**src/acb_pkg.sv**
```systemverilog
package acb_pkg;

	// Control word layout
	localparam int CW_BITS = 8;
	localparam int POS_START = 7;
	localparam int POS_SEL_HI = 6;
	localparam int POS_SEL_LO = 4;
	localparam int POS_POLARITY = 3;
	localparam int POS_CONFIG = 2;
	localparam int POS_MODE_HI = 1;
	localparam int POS_MODE_LO = 0;

	// Bit counts at which track and hold change
	localparam logic [3:0] TRACK_AT_BIT = 4'h5;
	localparam logic [3:0] HOLD_AT_BIT = 4'h8;
	localparam logic [3:0] BIT_CNT_ZERO = 4'h0;

	// Result size
	localparam int RES_BITS = 10;
	localparam logic [3:0] SAR_STEPS = 4'hA;

	// Timing
	localparam int CLK_PERIOD_NS = 100;
	localparam int ACQ_MIN_NS = 1500;
	localparam int ACQ_MIN_CYC = (ACQ_MIN_NS + CLK_PERIOD_NS - 1) / CLK_PERIOD_NS;

	// Channel select codes
	localparam logic [2:0] SEL_001 = 3'h1;
	localparam logic [2:0] SEL_101 = 3'h5;
	localparam logic [2:0] SEL_010 = 3'h2;
	localparam logic [2:0] SEL_110 = 3'h6;

	// Mode field codes
	localparam logic [1:0] MODE_FULL_PD = 2'h0;
	localparam logic [1:0] MODE_FAST_PD = 2'h1;
	localparam logic [1:0] MODE_INT_CLK = 2'h2;
	localparam logic [1:0] MODE_EXT_CLK = 2'h3;

	// Mux one-hot: bits 0..3 are channels, bit 4 is the common return
	localparam logic [4:0] MUX_NONE = 5'h00;
	localparam int MUX_COMMON = 4;

	typedef enum logic [1:0] {
		MODE_E_FULL_PD,
		MODE_E_FAST_PD,
		MODE_E_INT_CLK,
		MODE_E_EXT_CLK
	} acb_mode_e;

	// Latched control word fields
	typedef struct packed {
		logic [2:0] chan_sel;
		logic polarity_select;
		logic input_config_select;
		logic mode_field_hi;
		logic mode_field_lo;
	} acb_ctrl_s;

	// Multiplexer steering
	typedef struct packed {
		logic [4:0] pos_sel;
		logic [4:0] neg_sel;
	} acb_mux_s;

endpackage

```
**src/acb_adc_control.sv**
```systemverilog
`timescale 1ns/10ps
module acb_adc_control
	import acb_pkg::*;
(
	input wire logic core_clk,
	input wire logic reset,
	input wire logic cs_n,
	input wire logic sclk,
	input wire logic din,
	input wire logic cmp_in,
	output logic track_q,
	output logic converting_q,
	output logic [4:0] mux_pos_q,
	output logic [4:0] mux_neg_q,
	output logic polarity_select_q,
	output logic [1:0] mode_q,
	output logic [RES_BITS-1:0] dac_code_q,
	output logic [RES_BITS-1:0] result_q,
	output logic result_valid_q
);

	typedef enum logic [1:0] {
		ST_IDLE,
		ST_SHIFT,
		ST_CONV
	} acb_state_e;

	logic [2:0] cs_sync_q, sclk_sync_q, din_sync_q;
	logic cs_low, sclk_rise, sclk_fall;
	acb_state_e state_q;
	logic [CW_BITS-1:0] shift_q;
	logic [3:0] bit_cnt_q;
	logic [3:0] sar_step_q;
	logic [RES_BITS-1:0] sar_q;
	acb_ctrl_s ctrl_q;
	logic latch_d;
	acb_mux_s mux_d;

	// Channel decode, shared by both input configurations
	function automatic logic [4:0] chan_onehot(input logic [2:0] sel);
		logic [4:0] r;
		r = MUX_NONE;
		unique case (sel)
			SEL_001: r[0] = 1'b1;
			SEL_101: r[1] = 1'b1;
			SEL_010: r[2] = 1'b1;
			SEL_110: r[3] = 1'b1;
			default: r = MUX_NONE;
		endcase
		return r;
	endfunction

	// Partner of a channel inside its fixed pair
	function automatic logic [4:0] pair_of(input logic [4:0] ch);
		return {1'b0, ch[2], ch[3], ch[0], ch[1]};
	endfunction

	// Two flops on each link pin, not on cmp_in; a third stage gives edge history
	always_ff @(posedge core_clk or posedge reset)
	begin
		if (reset)
		begin
			cs_sync_q <= 3'h7;
			sclk_sync_q <= 3'h0;
			din_sync_q <= 3'h0;
		end
		else
		begin
			cs_sync_q <= {cs_sync_q[1:0], cs_n};
			sclk_sync_q <= {sclk_sync_q[1:0], sclk};
			din_sync_q <= {din_sync_q[1:0], din};
		end
	end

	// Edges judged only on synchronised stages, never stage one
	assign cs_low = ~cs_sync_q[1];
	assign sclk_rise = sclk_sync_q[1] & ~sclk_sync_q[2];
	assign sclk_fall = ~sclk_sync_q[1] & sclk_sync_q[2];

	// Word complete when the eighth bit is in and sclk falls; a select
	// released on that same fall cancels the word, or hold would stick
	assign latch_d = (state_q == ST_SHIFT) && cs_low && sclk_fall
		&& (bit_cnt_q == HOLD_AT_BIT);

	// Mux steering from the incoming word
	always_comb
	begin
		mux_d.pos_sel = chan_onehot(shift_q[POS_SEL_HI:POS_SEL_LO]);
		mux_d.neg_sel = MUX_NONE;
		if (shift_q[POS_CONFIG])
			mux_d.neg_sel[MUX_COMMON] = 1'b1;
		else
			mux_d.neg_sel = pair_of(mux_d.pos_sel);
	end

	// Framing state; a select toggle aborts a running conversion
	always_ff @(posedge core_clk or posedge reset)
	begin
		if (reset)
			state_q <= ST_IDLE;
		else
		begin
			unique case (state_q)
				ST_IDLE:
					if (cs_low && sclk_rise && din_sync_q[1])
						state_q <= ST_SHIFT;
				ST_SHIFT:
					if (!cs_low)
						state_q <= ST_IDLE;
					else if (latch_d)
						state_q <= ST_CONV;
				ST_CONV:
					if (!cs_low || sar_step_q == SAR_STEPS)
						state_q <= ST_IDLE;
			endcase
		end
	end

	// Shift register and bit counter, sampled on sclk rise
	always_ff @(posedge core_clk or posedge reset)
	begin
		if (reset)
		begin
			shift_q <= '0;
			bit_cnt_q <= BIT_CNT_ZERO;
		end
		else if (state_q == ST_IDLE)
		begin
			shift_q <= {{(CW_BITS-1){1'b0}}, 1'b1};
			bit_cnt_q <= 4'h1; // Start bit counts as bit one
		end
		else if (state_q == ST_SHIFT && cs_low && sclk_rise && bit_cnt_q < HOLD_AT_BIT)
		begin
			shift_q <= {shift_q[CW_BITS-2:0], din_sync_q[1]};
			bit_cnt_q <= bit_cnt_q + 4'h1;
		end
	end

	// Latch whole word before acting on any field
	always_ff @(posedge core_clk or posedge reset)
	begin
		if (reset)
		begin
			ctrl_q <= '0;
			mux_pos_q <= MUX_NONE;
			mux_neg_q <= MUX_NONE;
			polarity_select_q <= 1'b0;
			mode_q <= MODE_FULL_PD;
		end
		else if (latch_d)
		begin
			ctrl_q.chan_sel <= shift_q[POS_SEL_HI:POS_SEL_LO];
			ctrl_q.polarity_select <= shift_q[POS_POLARITY];
			ctrl_q.input_config_select <= shift_q[POS_CONFIG];
			ctrl_q.mode_field_hi <= shift_q[POS_MODE_HI];
			ctrl_q.mode_field_lo <= shift_q[POS_MODE_LO];
			mux_pos_q <= mux_d.pos_sel;
			mux_neg_q <= mux_d.neg_sel;
			polarity_select_q <= shift_q[POS_POLARITY];
			mode_q <= shift_q[POS_MODE_HI:POS_MODE_LO];
		end
	end

	// Track after fifth bit, hold after eighth; reconnect at end
	always_ff @(posedge core_clk or posedge reset)
	begin
		if (reset)
			track_q <= 1'b1;
		else if (state_q == ST_SHIFT && sclk_fall && bit_cnt_q == TRACK_AT_BIT)
			track_q <= 1'b1;
		else if (latch_d)
			track_q <= 1'b0; // relies on host spacing
		else if (state_q == ST_CONV && (sar_step_q == SAR_STEPS || !cs_low))
			track_q <= 1'b1;
	end

	// SAR: one decision per core cycle; comparator high keeps trial
	always_ff @(posedge core_clk or posedge reset)
	begin
		if (reset)
		begin
			sar_step_q <= 4'h0;
			sar_q <= '0;
			dac_code_q <= '0;
			converting_q <= 1'b0;
		end
		else if (latch_d)
		begin
			sar_step_q <= 4'h0;
			sar_q <= '0;
			dac_code_q <= {1'b1, {(RES_BITS-1){1'b0}}};
			converting_q <= 1'b1;
		end
		else if (state_q == ST_CONV && sar_step_q < SAR_STEPS)
		begin
			// Keep or drop the trial bit, then try the next lower one
			sar_q <= dac_code_q & ~(cmp_in ? '0 : (dac_code_q & ~sar_q));
			dac_code_q <= (dac_code_q & ~(cmp_in ? '0 : (dac_code_q & ~sar_q)))
				| ({1'b0, dac_code_q[RES_BITS-1:1]} & ~{1'b0, sar_q[RES_BITS-1:1]}
				& {RES_BITS{sar_step_q != SAR_STEPS - 4'h1}});
			sar_step_q <= sar_step_q + 4'h1;
		end
		else
			converting_q <= 1'b0;
	end

	// Bipolar result is two's complement: flip MSB of offset code
	always_ff @(posedge core_clk or posedge reset)
	begin
		if (reset)
		begin
			result_q <= '0;
			result_valid_q <= 1'b0;
		end
		else if (state_q == ST_CONV && sar_step_q == SAR_STEPS)
		begin
			result_q <= ctrl_q.polarity_select ? sar_q
				: {~sar_q[RES_BITS-1], sar_q[RES_BITS-2:0]};
			result_valid_q <= 1'b1; // Level until next word latches
		end
		else if (latch_d)
			result_valid_q <= 1'b0;
	end

endmodule

```
**config.mk**
```make
export PLATFORM = sky130hd
export DESIGN_NAME = acb_adc_control
export DESIGN_NICKNAME = d
export VERILOG_FILES = /design/src/acb_pkg.sv /design/src/acb_adc_control.sv
export SDC_FILE = /design/constraint.sdc
export NUM_CORES = 1
export LEC_CHECK = 0
export BUFFER_PORTS_ARGS = -buffer_cell sky130_fd_sc_hd__buf_2
export CORE_UTILIZATION = 42
export DETAILED_ROUTE_END_ITERATION = 12
export PLACE_DENSITY_LB_ADDON = 0.05
export SETUP_SLACK_MARGIN = 0.1
export SLEW_MARGIN = 40
export SYNTH_ARGS = -nofsm -noshare
export SYNTH_HDL_FRONTEND = slang
export SYNTH_SLANG_ARGS = --single-unit
```
**constraint.sdc**
```tcl
create_clock -name core_clk -period 3.5 [get_ports core_clk]
set_clock_uncertainty 0.1 [all_clocks]
set_input_delay 0.35 -clock core_clk [delete_from_list [all_inputs] [get_ports core_clk]]
set_output_delay 0.35 -clock core_clk [all_outputs]
set_load 0.005 [all_outputs]
```
==> flow_summary.ini <==
[status]
status = completed

[cts]
clkTransAtPathRegs_ns = 0.07
clk_latency_ns = 0.33
cts_buffers = 9
cts-resized-gates = 0
cts-root-buf = clkbuf_8
htreeDepth = 3
cts_tree = done
cts_setup_buffers = 0
clockBufferDepth = 2
cts.sinks = 69
postCtsHoldBufs = 1

[synth]
synth_top_cells_by_area = dfrtp_1 56%, ha_1 3.8%, nand2_1 3.8%, o221a_2 3.8%, mux2_2 3.4%
seq_area_frac_synth_pct = 58.4
ys_warn_count = 0
synth_cells = 245
synth_edf_count = 0
synth_area_um2 = 2960
synth_top_area_share_pct = 55.7
syn_area_per_cell_um2 = 12.1
yosysMostFrequentCell = dfrtp_1
synth.distinct_cells = 40
async_reset_ff_share_pct = 100
syn_nets = 260
synth_common_cells = 66 x dfrtp_1, 30 x nand2_1, 14 x nand2b_1, 13 x nor2_1, 11 x o21ai_0
ys.flop_type = dfrtp_1
netlist.top_cell.by_area = dfrtp_1
ys_seq_elements = 69

[grt]
grt_max_degree = 45
gr-usage-all-layers_pct = 16.8
grt_pass1_vias = 1918
antenna_found_initial = 0
overflow = 0
grt_first_pass_wirelength_mm = 9.38

[pwr]
power.total_uw = 1550
ir_drop_uv = 287
power.density_nw_per_um2 = 453
p_leak_uw = 0.00165

[sta]
fin_tns_setup_ns = 0
final_hold_viol_count = 0
setup_viol = 0
finalCritPeriodShare_pct = 66.1
post-route-min-period_ns = 2.31
drv_slew = 0
max_freq_ghz = 0.432
rsz0062_at_grt = no
worst_pin_slew_ns = 0.730
postLayoutSetupSlackWorst_ns = 1.19
slew_headroom_pct = 51.3

[setup_path]
critPathCaptureType = flop
cp.arrival_ns = 2.41
path_max_fanout = 44
path_class = reg -> reg
start_kind = flop
critPathRequiredTime_ns = 3.60

[finish]
diodes = 0
nNetsFinal = 302
fill_cells = 624
drive_above_1_share_pct = 28.9
fin_area_um2 = 3420
area_growth_pct = 15.3
finalNonFillerCells = 387

[route]
first_pass_iters = 4
vias = 1948
viasPerCell = 5.03
drc = 0
wl_per_cell_um = 14.8
ant_nets = 0
drt_iter0_drc = 95
totalWireLength_mm = 5.72

[die]
die_w_um = 86.0
core_um2 = 6790
io_pins = 42
num_rows = 30
start_util_pct = 43.6
die_area_um2 = 7390
fp.dieH_um = 86.0

[placement]
dp_hpwl_mm = 3.80
dp_slack_ns = 1.19
post_dp_cell_area_um2 = 3230
dpl.cell_count = 371
gp_congestion = 0.676
port_buffers = 40

[flow_run]
cap_violations = 0

[worst_hold_path]
holdCritPathClass = in -> reg
## report_power, final
group          internal (µW)  leakage [µW]  switching, µW
sequential               820      0.000877           16.3
clock                    311     0.0000926            265
combinational           50.9      0.000678           84.0
## worst paths after layout
check                                 end  slack (ns)  depth (start not counted)           start
max in group asynchronous         track_q        2.47                          3           reset
setup reg to reg            dac_code_q[6]        1.19                          6      state_q[1]
min in group asynchronous    bit_cnt_q[1]        0.04                          2           reset
hold reg to reg            sclk_sync_q[1]        0.25                          0  sclk_sync_q[0]
hold / removal             sclk_sync_q[0]        0.02                          1            sclk
setup / recovery            dac_code_q[6]        1.19                          6      state_q[1]
## layout by cell type (no fill, tap or decap), types with 2 or more instances in the layout
cell	synthesis	routed
buf_2	4	40
o221a_2	10	10
dfrtp_1	66	66
a21oi_1	2	2
clkbuf_1	6	2
o21ai_0	11	11
nor2_1	13	13
buf_4	1	4
a41oi_1	2	2
clkbuf_8	0	12
nand3b_1	2	2
inv_1	8	7
nand3_1	2	2
ha_1	9	9
nand2b_1	14	14
o311ai_0	9	9
xor2_1	3	3
o31ai_1	8	8
nor2b_1	2	2
o41ai_1	2	2
mux2_2	9	9
mux2i_1	8	8
dfstp_2	3	3
o21ai_1	2	2
nand2_1	30	30
xnor2_1	2	2
## flip-flops by register name, summed over array words and instances (netlist names)
| signal | flops |
|---|---|
| dac_code_q | 10 |
| result_q | 10 |
| sar_q | 10 |
| shift_q | 7 |
| mux_neg_q | 5 |
| bit_cnt_q | 4 |
| mux_pos_q | 4 |
| sar_step_q | 4 |
| sclk_sync_q | 3 |
| cs_sync_q | 2 |
| din_sync_q | 2 |
| mode_q | 2 |
| state_q | 2 |
| converting_q | 1 |
| ctrl_q | 1 |
| result_valid_q | 1 |
| track_q | 1 |
## cell families (layout without fill, tap and decap cells)
family          after synthesis  count (layout)  synth area share (%)
xor+xnor                      5               5                  1.48
mux                          17              17                  6.12
fa+ha+maj                     9               9                  3.80
flops                        69              69                  58.4
other cells                   1               1                 0.127
simple gates                 72              72                  12.9
compound gates               50              50                  13.3
buf+inv                      22              68                  3.84
## worst max-delay path, cell delays in order, from the launching register on
cell and delay (ns):
dfrtp_1 0.39, inv_1 0.08, ha_1 0.23, nand3b_4 0.10
or4_4 0.72, nand3_1 0.38, o21ai_0 0.16
## metal layers
layer	part of all wire (%)	vias up	track usage (%)	wire length, µm
met4	2.0	0	9.09	112
met5	0	-	0	0
met3	2.7	10	3.27	153
met1	49	947	22.2	2800
li1	-	954	-	-
met2	46	37	26.1	2650
## final cells by class
type | instances | area (µm²) | area share (%)
sequential | 69 | 1730 | 50.6
timing repair buffer | 45 | 240 | 7.03
tap | 96 | 120 | 3.52
clock buffer | 14 | 173 | 5.05
clock inverter | 1 | 5.00 | 0.146
inverter | 8 | 30.0 | 0.879
multi-input combinational | 154 | 1120 | 32.7
## through the flow
step / utilization (%) / hold slack [ns]
finish: 50.3 / 0.0237
global route: 50.3 / 0.00185
CTS: 50.3 / 0.00362
detailed placement: 47.5 / 0.242
global placement: 47.5 / 0.240
floorplan: - / 0.231
Power figures use the tool's default switching activity.
